$ cat src/verilog/rgo_pkg.sv
// Purpose: shared constants and types of the regenerator loopback and overhead control
// Assumes: 100 MHz system clock, 32-bit register words at byte addresses
// Notes: message codes and the persistence time scale the control block
package rgo_pkg;
  // ----------------------------------------------------------------
  // clock and timing
  // ----------------------------------------------------------------
  localparam int unsigned CLK_KHZ = 100000;
  localparam int unsigned LOS_PERSIST_MS = 2000;
  localparam int unsigned LOS_PERSIST_CYCLES = LOS_PERSIST_MS * CLK_KHZ;
  // transceiver reference clocks in kHz for one, two and three pairs
  localparam int unsigned REF_1P_KHZ = 2320;
  localparam int unsigned REF_2P_KHZ = 1168;
  localparam int unsigned REF_3P_KHZ = 784;
  // phase increments of a 32-bit accumulator
  localparam logic [31:0] NCO_INC_1P = 32'((64'(REF_1P_KHZ) << 32) / 64'(CLK_KHZ));
  localparam logic [31:0] NCO_INC_2P = 32'((64'(REF_2P_KHZ) << 32) / 64'(CLK_KHZ));
  localparam logic [31:0] NCO_INC_3P = 32'((64'(REF_3P_KHZ) << 32) / 64'(CLK_KHZ));
  // ----------------------------------------------------------------
  // operations channel
  // ----------------------------------------------------------------
  localparam logic [1:0] EOC_ADDR_REG = 2'h2;
  localparam logic [7:0] EOC_LOOP_REQ = 8'h31;
  localparam logic [7:0] EOC_RETURN_NORMAL = 8'h3F;
  localparam logic [7:0] EOC_HOLD_STATE = 8'h3E;
  // ----------------------------------------------------------------
  // register map, byte addresses
  // ----------------------------------------------------------------
  localparam logic [3:0] OFS_CONFIG = 4'h0;
  localparam logic [3:0] OFS_STATUS = 4'h4;
  // configuration fields
  localparam int CFG_TRANSPARENT = 0;
  localparam int CFG_ALARM_MASK = 1;
  localparam int CFG_AIS_ON_FAULT = 2;
  localparam int CFG_BPV_EN = 3;
  localparam int CFG_PAIR_LSB = 4;
  localparam logic [7:0] CFG_RESET = 8'h01;
  localparam logic [1:0] PAIR_ONE = 2'h0;
  localparam logic [1:0] PAIR_TWO = 2'h1;
  localparam logic [1:0] PAIR_THREE = 2'h2;
  // status fields
  localparam int STS_LOOP = 0;
  localparam int STS_LOS_IND = 1;
  localparam int STS_LOS_LTU = 2;
  localparam int STS_LOS_NTU = 3;
  localparam int STS_SUPPLY_LSB = 4;
  localparam int STS_ALARM_LSB = 6;
  localparam int STS_INT_ALARM = 9;
  // own indicator positions in the indicator word
  localparam int IND_OWN_W = 4;
  localparam int IND_ALARM_POS = 1;
  // control states, one-hot
  typedef enum logic [2:0] {
    RGO_NORMAL = 3'h1,
    RGO_LOOP = 3'h2,
    RGO_DOWN = 3'h4
  } rgo_state_e;
endpackage

$ cat src/verilog/rgo_ctrl.sv
// Purpose: regenerator loopback, deactivation and overhead indication control
// Assumes: eoc message strobes come from logic on the same clock
// Notes: registers reached over an Avalon-MM slave with waitrequest
//
// The implementer's own choices: the Avalon-MM register port and the register offsets.
`timescale 1ns/10ps
module rgo_ctrl #(
  parameter int IND_W = 8,
  parameter int unsigned LOS_CYCLES = rgo_pkg::LOS_PERSIST_CYCLES
) (
  input wire logic clock,
  input wire logic resetn,
  input wire logic [3:0] avs_address,
  input wire logic avs_read,
  input wire logic avs_write,
  input wire logic [31:0] avs_writedata,
  input wire logic [3:0] avs_byteenable,
  output logic [31:0] avs_readdata,
  output logic avs_waitrequest,
  input wire logic los_lfa_ltu_side_pin,
  input wire logic los_lfa_ntu_side_pin,
  input wire logic [1:0] supply_failure_pin,
  input wire logic [2:0] alarm_source_pin,
  input wire logic link_up_active,
  input wire logic first_startup_signal_tx,
  input wire logic eoc_rx_valid,
  input wire logic [1:0] eoc_rx_addr,
  input wire logic [7:0] eoc_rx_code,
  output logic eoc_tx_valid,
  output logic [1:0] eoc_tx_addr,
  output logic [7:0] eoc_tx_code,
  output logic eoc_pass_en,
  input wire logic [IND_W-1:0] ind_from_ltu,
  input wire logic [IND_W-1:0] ind_from_ntu,
  input wire logic [rgo_pkg::IND_OWN_W-1:0] own_ind,
  output logic [IND_W-1:0] ind_to_ltu,
  input wire logic bpv_detect,
  output logic bpv_ovh,
  output logic first_supply_failure,
  output logic second_supply_failure,
  output logic internal_alarm,
  output logic ais_request,
  output logic loop_closed,
  output logic fwd_to_ntu_en,
  output logic deact_ltu_side,
  output logic deact_ntu_side,
  output logic los_indication,
  output logic ntu_side_deact,
  output logic ntu_side_resync,
  output logic start_ntu_startup,
  output logic ref_clk
);
  localparam int CW = $clog2(LOS_CYCLES + 1);
  localparam int OW = rgo_pkg::IND_OWN_W;

  typedef struct packed {
    rgo_pkg::rgo_state_e st;
    logic [CW-1:0] los_cnt;
    logic ack;
    logic [31:0] rdata;
    logic [7:0] cfg;
    logic hold_tx;
    logic ntu_deact;
    logic ntu_start;
    logic ntu_resync;
    logic [31:0] nco;
    logic [IND_W-1:0] ind;
    logic bpv;
    logic [1:0] supply;
    logic alarm;
  } rgo_ctrl_s;
  rgo_ctrl_s s;
  rgo_ctrl_s next_s;

  logic [6:0] pins;
  logic los_ltu;
  logic los_ntu;
  logic los_any;
  logic is_reg;
  logic loop_req;
  logic rtn_req;
  logic los_expire;
  logic bus_req;
  logic [7:0] be_mask;

  // phase increment for the selected pair count
  function automatic logic [31:0] nco_inc(input logic [1:0] pairs);
    unique case (pairs)
      rgo_pkg::PAIR_TWO: nco_inc = rgo_pkg::NCO_INC_2P;
      rgo_pkg::PAIR_THREE: nco_inc = rgo_pkg::NCO_INC_3P;
      default: nco_inc = rgo_pkg::NCO_INC_1P;
    endcase
  endfunction

  // ----------------------------------------------------------------
  // pin synchronisation
  // ----------------------------------------------------------------
  rgo_sync #(
    .W(7)
  ) u_sync (
    .clock(clock),
    .resetn(resetn),
    .pin_in({los_lfa_ltu_side_pin, los_lfa_ntu_side_pin, supply_failure_pin, alarm_source_pin}),
    .level_out(pins)
  );

  // decode of events
  assign los_ltu = pins[6];
  assign los_ntu = pins[5];
  assign los_any = los_ltu | los_ntu;
  assign is_reg = eoc_rx_addr == rgo_pkg::EOC_ADDR_REG;
  assign loop_req = eoc_rx_valid & is_reg & (eoc_rx_code == rgo_pkg::EOC_LOOP_REQ);
  assign rtn_req = eoc_rx_valid & is_reg & (eoc_rx_code == rgo_pkg::EOC_RETURN_NORMAL);
  assign los_expire = los_any & (s.los_cnt == CW'(LOS_CYCLES - 1));
  assign bus_req = avs_read | avs_write;
  assign be_mask = {8{avs_byteenable[0]}};

  // ----------------------------------------------------------------
  // next-state logic
  // ----------------------------------------------------------------
  always_comb
  begin
    next_s = s;
    next_s.hold_tx = 1'b0;
    next_s.ntu_deact = 1'b0;
    next_s.ntu_start = 1'b0;
    next_s.ntu_resync = 1'b0;
    next_s.los_cnt = (los_any && s.st != rgo_pkg::RGO_DOWN) ? s.los_cnt + CW'(1) : '0;
    unique case (s.st)
      rgo_pkg::RGO_NORMAL:
      begin
        if (loop_req && (link_up_active || first_startup_signal_tx))
        begin
          next_s.st = rgo_pkg::RGO_LOOP;
          next_s.ntu_resync = link_up_active;
        end
      end
      rgo_pkg::RGO_LOOP:
      begin
        next_s.hold_tx = eoc_rx_valid & ~is_reg;
        if (rtn_req)
        begin
          next_s.st = rgo_pkg::RGO_NORMAL;
          next_s.ntu_deact = 1'b1;
          next_s.ntu_start = link_up_active;
        end
      end
      rgo_pkg::RGO_DOWN:
      begin
        if (!los_any)
          next_s.st = rgo_pkg::RGO_NORMAL;
      end
      default: next_s.st = rgo_pkg::RGO_NORMAL;
    endcase
    // both sides down, loop flag dropped
    if (los_expire && s.st != rgo_pkg::RGO_DOWN)
    begin
      next_s.st = rgo_pkg::RGO_DOWN;
      next_s.hold_tx = 1'b0;
      next_s.ntu_start = 1'b0;
      next_s.ntu_deact = 1'b0;
    end
    // indicator loopback with own bits kept
    next_s.ind = (s.st == rgo_pkg::RGO_LOOP) ? ind_from_ltu : ind_from_ntu;
    next_s.ind[OW-1:0] = own_ind;
    next_s.ind[rgo_pkg::IND_ALARM_POS] = s.alarm;
    next_s.supply = pins[4:3];
    next_s.alarm = |pins[2:0] & ~s.cfg[rgo_pkg::CFG_ALARM_MASK];
    next_s.bpv = bpv_detect & s.cfg[rgo_pkg::CFG_BPV_EN];
    next_s.nco = s.nco + nco_inc(s.cfg[rgo_pkg::CFG_PAIR_LSB +: 2]);
    // bus slave: answer on the second cycle
    next_s.ack = bus_req & ~s.ack;
    next_s.rdata = '0;
    if (avs_read && !s.ack)
    begin
      if (avs_address == rgo_pkg::OFS_CONFIG)
        next_s.rdata = {24'h000000, s.cfg};
      else if (avs_address == rgo_pkg::OFS_STATUS)
      begin
        next_s.rdata[rgo_pkg::STS_LOOP] = s.st == rgo_pkg::RGO_LOOP;
        next_s.rdata[rgo_pkg::STS_LOS_IND] = s.st == rgo_pkg::RGO_DOWN;
        next_s.rdata[rgo_pkg::STS_LOS_LTU] = los_ltu;
        next_s.rdata[rgo_pkg::STS_LOS_NTU] = los_ntu;
        next_s.rdata[rgo_pkg::STS_SUPPLY_LSB +: 2] = s.supply;
        next_s.rdata[rgo_pkg::STS_ALARM_LSB +: 3] = pins[2:0];
        next_s.rdata[rgo_pkg::STS_INT_ALARM] = s.alarm;
      end
    end
    if (avs_write && s.ack && avs_address == rgo_pkg::OFS_CONFIG)
      next_s.cfg = (s.cfg & ~be_mask) | (avs_writedata[7:0] & be_mask);
  end

  // state register
  always_ff @(posedge clock)
  begin
    if (!resetn)
    begin
      s <= '0;
      s.st <= rgo_pkg::RGO_NORMAL;
      s.cfg <= rgo_pkg::CFG_RESET;
    end
    else
      s <= next_s;
  end

  // ----------------------------------------------------------------
  // outputs
  // ----------------------------------------------------------------
  assign avs_waitrequest = bus_req & ~s.ack;
  assign avs_readdata = s.rdata;
  assign eoc_tx_valid = s.hold_tx;
  assign eoc_tx_addr = rgo_pkg::EOC_ADDR_REG;
  assign eoc_tx_code = rgo_pkg::EOC_HOLD_STATE;
  assign eoc_pass_en = s.st != rgo_pkg::RGO_LOOP;
  assign ind_to_ltu = s.ind;
  assign bpv_ovh = s.bpv;
  assign first_supply_failure = s.supply[1];
  assign second_supply_failure = s.supply[0];
  assign internal_alarm = s.alarm;
  assign ais_request = s.alarm & s.cfg[rgo_pkg::CFG_AIS_ON_FAULT];
  assign loop_closed = s.st == rgo_pkg::RGO_LOOP;
  assign fwd_to_ntu_en = s.st != rgo_pkg::RGO_DOWN;
  assign deact_ltu_side = s.st == rgo_pkg::RGO_DOWN;
  assign deact_ntu_side = s.st == rgo_pkg::RGO_DOWN;
  assign los_indication = s.st == rgo_pkg::RGO_DOWN;
  assign ntu_side_deact = s.ntu_deact;
  assign ntu_side_resync = s.ntu_resync;
  assign start_ntu_startup = s.ntu_start;
  assign ref_clk = s.nco[31];
endmodule // rgo_ctrl

$ cat src/verilog/rgo_sync.sv
// Purpose: two-stage synchroniser for asynchronous pin levels
// Assumes: inputs are slow levels
// Notes: first stage is read only by the second
`timescale 1ns/10ps
module rgo_sync #(
  parameter int W = 1
) (
  input wire logic clock,
  input wire logic resetn,
  input wire logic [W-1:0] pin_in,
  output logic [W-1:0] level_out
);
  typedef struct packed {
    logic [W-1:0] meta;
    logic [W-1:0] stable;
  } rgo_sync_s;
  rgo_sync_s s;
  rgo_sync_s next_s;

  // shift pins through both stages
  always_comb
  begin
    next_s.meta = pin_in;
    next_s.stable = s.meta;
  end

  // register stages
  always_ff @(posedge clock)
  begin
    if (!resetn)
      s <= '0;
    else
      s <= next_s;
  end

  assign level_out = s.stable;
endmodule // rgo_sync
$ cat config.mk
export PLATFORM = sky130hd
export DESIGN_NAME = rgo_ctrl
export DESIGN_NICKNAME = d
export VERILOG_FILES = /design/src/verilog/rgo_pkg.sv /design/src/verilog/rgo_ctrl.sv /design/src/verilog/rgo_sync.sv
export SDC_FILE = /design/constraint.sdc
export NUM_CORES = 1
export LEC_CHECK = 0
export BUFFER_PORTS_ARGS = -buffer_cell sky130_fd_sc_hd__buf_2
export CORE_MARGIN = 1
export CORE_UTILIZATION = 58
export DETAILED_ROUTE_END_ITERATION = 10
export GPL_ROUTABILITY_DRIVEN = 0
export PLACE_DENSITY = 0.9
export REMOVE_ABC_BUFFERS = 1
export SLEW_MARGIN = 20
export SYNTH_ARGS = -nofsm -noshare
export SYNTH_HDL_FRONTEND = slang
export SYNTH_SLANG_ARGS = --single-unit
$ cat constraint.sdc
create_clock -name clock -period 6.4 [get_ports clock]
set_clock_uncertainty 0.05 [all_clocks]
set_input_delay 0.64 -clock clock [delete_from_list [all_inputs] [get_ports clock]]
set_output_delay 0.64 -clock clock [all_outputs]
set_load 0.05 [all_outputs]
== Yosys cells after proc, flatten, opt, wreduce, memory -nomap -nowiden ==
Index checks and enable logic that the tools add are counted.
Storage, ports and cells
  register bits after elaboration: 134
  input bits: 85
  word-level logic and storage cells: 91
Operators by class
  add/subtract/negate cells: 2
  eq/ne operators: 18
  muxes and demuxes: 10
  bitwise gates (word level): 23
  reductions and logical operators: 19
Operator list (count)
  27-bit one-hot mux with 2 select lines: 1
  32-bit adder: 1
  28-bit by 1-bit adder with 28-bit output (second input constant): 1
  28-bit equality test (second input constant): 1
  10-bit 2-to-1 mux: 2
  8-bit bitwise AND: 2
  8-bit by 6-bit equality test with 1-bit output (second input constant): 2
  3-bit 2-to-1 mux: 4
  1-bit bitwise AND: 9
  3-bit one-hot mux with 3 select lines: 1
  3-bit AND reduction: 3
  8-bit 2-to-1 mux: 1
  1-bit inverter: 8
  8-bit inverter: 1
  8-bit OR: 1
  4-bit OR reduction: 2
  1-bit logical AND: 6
  3-bit by 2-bit != test with 1-bit output (second input constant): 2
  3-bit != test (second input constant): 2
  3-bit OR reduction: 2
  2-bit equality test (second input constant): 2
  4-bit by 3-bit equality test with 1-bit output (second input constant): 1
  4-bit logical NOT: 1
  2-bit != test (second input constant): 2
  other kinds (12): 14

== Logic depth before layout (Yosys ltp) ==
  word-level depth: 7
  mapped depth: 14
  mapped depth without buffers: 13

== Modules after synthesis ==
Synthesis repeated with hierarchy kept, for this count alone.
Second synthesis, totals
  cells, all modules: 705
  area total of the unflattened synthesis: 5941.9 um2
By module, submodules not included
  rgo_ctrl: instances 1, cells each 676, area an instance 5550.3 um2, seq. area each 1961.9 um2
  rgo_sync: instances 1, cells each 29, area an instance 391.6 um2, seq. area each 280.3 um2

== Worst setup path before layout ==
Ideal clock, no wire load.
  path type: reg-to-reg
  from: register with a tool-made name
  to: register s[40] in the netlist's numbering
  arrival: 2.954 ns
  data required time: 6.235 ns
  slack: 3.281 ns
  stages on the path, launching flop included: 15
  path buffers: 1
  path through: dfxtp_1 inv_1 ha_1 buf_4 inv_1 ha_1 or2_1 a221oi_2 a221oi_2 a211oi_2 o21ai_1 o41ai_2 o22ai_1 xor2_1 and2_1
RTL lines
  to (signal assigned): line rgo_ctrl.sv:203  | s <= next_s;
  to (decl): line rgo_ctrl.sv:72  | rgo_ctrl_s s;

==> impl_metrics.ini <==
[status]
status = completed

[yosys]
syn_area_um2 = 6030
async_reset_ff_frac = 0
ys_top_cells_by_area = dfxtp_1, buf_4, and2_1, xor2_1, nor2_1
synth.top_cell.area_share = 0.372
synth_xor_area_frac = 0.0850
muxShareOfSynthArea = 0.0315
ys.flop_type = dfxtp_1
netlist_instances = 698
synth_top_cell_by_area = dfxtp_1
post-synth-top-count-cell = dfxtp_1
ys_warn_count = 0
synth_compound_area_frac = 0.134
postSynthAreaPerCell_um2 = 8.64
synthAdderAreaFrac = 0.0407
yosys.area_share.simple = 0.242
synth_seq_cells = 112
synth_top_family_by_area = simple AND/OR/NAND/NOR gates
synth_edf_count = 0
synth_common_cells = dfxtp_1, nor2_1, buf_4
synth-seq-area-share = 0.372
synth_cell_type_count = 70

[min_path]
min_path_type = reg -> reg

[final_layout]
fin_util = 0.650
regArea_um2 = 2240
n_antenna_cell = 0
multiInputGateArea_um2 = 3340
final_area_um2 = 6440
fin_nets = 850
drive_above_1_share = 0.168
fill_cells = 804
area_growth_pct = 6.72

[clock_tree]
post_cts_buffers = 0
clock_latency_ns = 0.38
cts_resized = 0
path_clk_slew_ns = 0.11
h-tree-depth = 3
cts_tree = done
cts_buffers = 9
cts_root_buffer = clkbuf_8
clock-sinks = 112
cts_max_path_buffers = 2
hold_buffers = 0

[sta]
setup_viol = 0
tightest_slew_ns = 0.825
hold_violations = 0
finalMaxSlewViolations = 0
tns_ns = 0
rsz0062_at_grt = no
relSlewSlack = 0.449
finalCriticalPeriod_ns = 3.96
setup_slack_ns = 2.44
fin_crit_sh = 0.618
fmax_mhz = 253

[setup_path]
crit_type = reg -> reg
crit_path_max_fanout = 13
setup.worst_path.end = s[40]
endpoint_kind = flip-flop
r2r_cells = 13
ff2ff_setup_slack_ns = 2.44
arrival_ns = 4.17
worstPathRequired_ns = 6.62
cp-start-kind = flip-flop
rr_endpoint = s[40]

[drt]
num_vias = 4885
drc_errors = 0
vias_per_cell = 5.52
final_antenna_net_count = 0
first_pass_iters = 5
drt_iter0_drc = 302
wl_per_cell_um = 13.9
drt-total-wl_mm = 12.3

[floorplanning]
rows = 36
ios = 152
die-area_um2 = 10800
die_height_um = 104
core_area_um2 = 9910
start_util = 0.609
die_w_um = 104

[grt]
grt_max_degree = 52
grt_pass1_vias = 4578
grt_antenna_before_repair = 0
grt_pass1_wl_mm = 20.2
grt_util_all_layers = 0.225
grt.overflow.total = 0

[placed_design]
dp.final_hpwl_mm = 9.08
portBuffers = 83
place_area_um2 = 6240
preCtsSetupSlack_ns = 2.55

[power]
ir_drop_uv = 140
p_leak_uw = 0.00277
power_density_nw_per_um2 = 280

[run]
cap_violations = 0
-- worst max-delay path, cell delays in order (launching register included) --
cell and delay (ns):
dfxtp_1 0.37, inv_1 0.09, ha_1 0.57, inv_1 0.31
ha_1 0.40, or2_1 0.23, a221oi_2 0.27, a221oi_2 0.14
a211oi_2 0.28, o21ai_1 0.15, o41ai_2 0.45, o22ai_1 0.20
xor2_1 0.17, and2_1 0.16
-- per-stage QoR --
stage               instances  hold WS [ns]  power, uW
finish                    885         0.396       1800
global route              885         0.421       1910
CTS                       885         0.398       1800
detailed placement        869         0.367       1390
global placement          869         0.364       1370
floorplan                 652         0.362       1270
-- worst min-delay path by stage --
stage                        startpoint                    end  slack, ns  cells after the start
floorplan           u_sync.level_out[4]   first_supply_failure       0.36                      1
global placement       u_sync.next_s[3]    u_sync.level_out[3]       0.36                      1
detailed placement  u_sync.level_out[3]  second_supply_failure       0.37                      1
CTS                 u_sync.level_out[4]   first_supply_failure       0.40                      1
global route        u_sync.level_out[3]  second_supply_failure       0.42                      1
finish              u_sync.level_out[3]  second_supply_failure       0.40                      1
-- state kept, by name (all words and copies together) (netlist names), named ones only --
name                   count
s                         63
avs_readdata              10
ind_to_ltu                 8
u_sync.level_out           7
u_sync.next_s              7
bpv_ovh                    1
eoc_tx_valid               1
first_supply_failure       1
internal_alarm             1
ntu_side_deact             1
ntu_side_resync            1
ref_clk                    1
second_supply_failure      1
start_ntu_startup          1
-- per-layer routing --
| metal | global-route usage | wire length [um] | vias up |
|---|---|---|---|
| met4 | 0.105 | 329 | 0 |
| li1 | - | - | 2385 |
| met5 | 0 | 0 | - |
| met1 | 0.267 | 5250 | 2250 |
| met3 | 0.0244 | 735 | 28 |
| met2 | 0.406 | 5950 | 222 |
-- power by group --
group | internal, uW | switching [uW]
Combinational | 236 | 331
Sequential | 755 | 65.4
Clock | 154 | 259
-- cell usage in the layout (no fill, tap or decap), types with 4 or more instances in the layout --
cell	n
conb_1	32
xor2_1	31
and3_1	15
o31ai_1	4
nand3_1	25
nor2_1	70
nand4_1	7
a21boi_0	7
o21ai_0	20
nand2b_1	6
buf_2	83
nor2b_1	17
mux2i_1	19
inv_1	17
xnor2_1	22
a31oi_1	5
nor3_1	8
or3_1	9
ha_1	18
dfxtp_1	112
nand2_1	52
a21oi_1	22
o21ai_1	5
a21o_1	10
and2_1	53
clkbuf_8	9
-- final cells by class --
| class | count | area share |
|---|---|---|
| clock buffers | 9 | 0.0192 |
| clock inverters | 7 | 0.0117 |
| inverters | 18 | 0.0105 |
| multi-input cells | 522 | 0.519 |
| flip-flops and latches | 112 | 0.348 |
| well taps | 133 | 0.0259 |
| repair buffers | 84 | 0.0657 |
-- cells by family (layout without fill, tap and decap cells) --
logic type,Yosys count,after routing
buf+inv,94,118
compound gates,111,111
flops,112,112
fa+ha+maj,20,20
other cells,2,32
simple gates,284,284
xor+xnor,56,56
mux,19,19
Note: power is estimated with default switching activity, not from simulation.
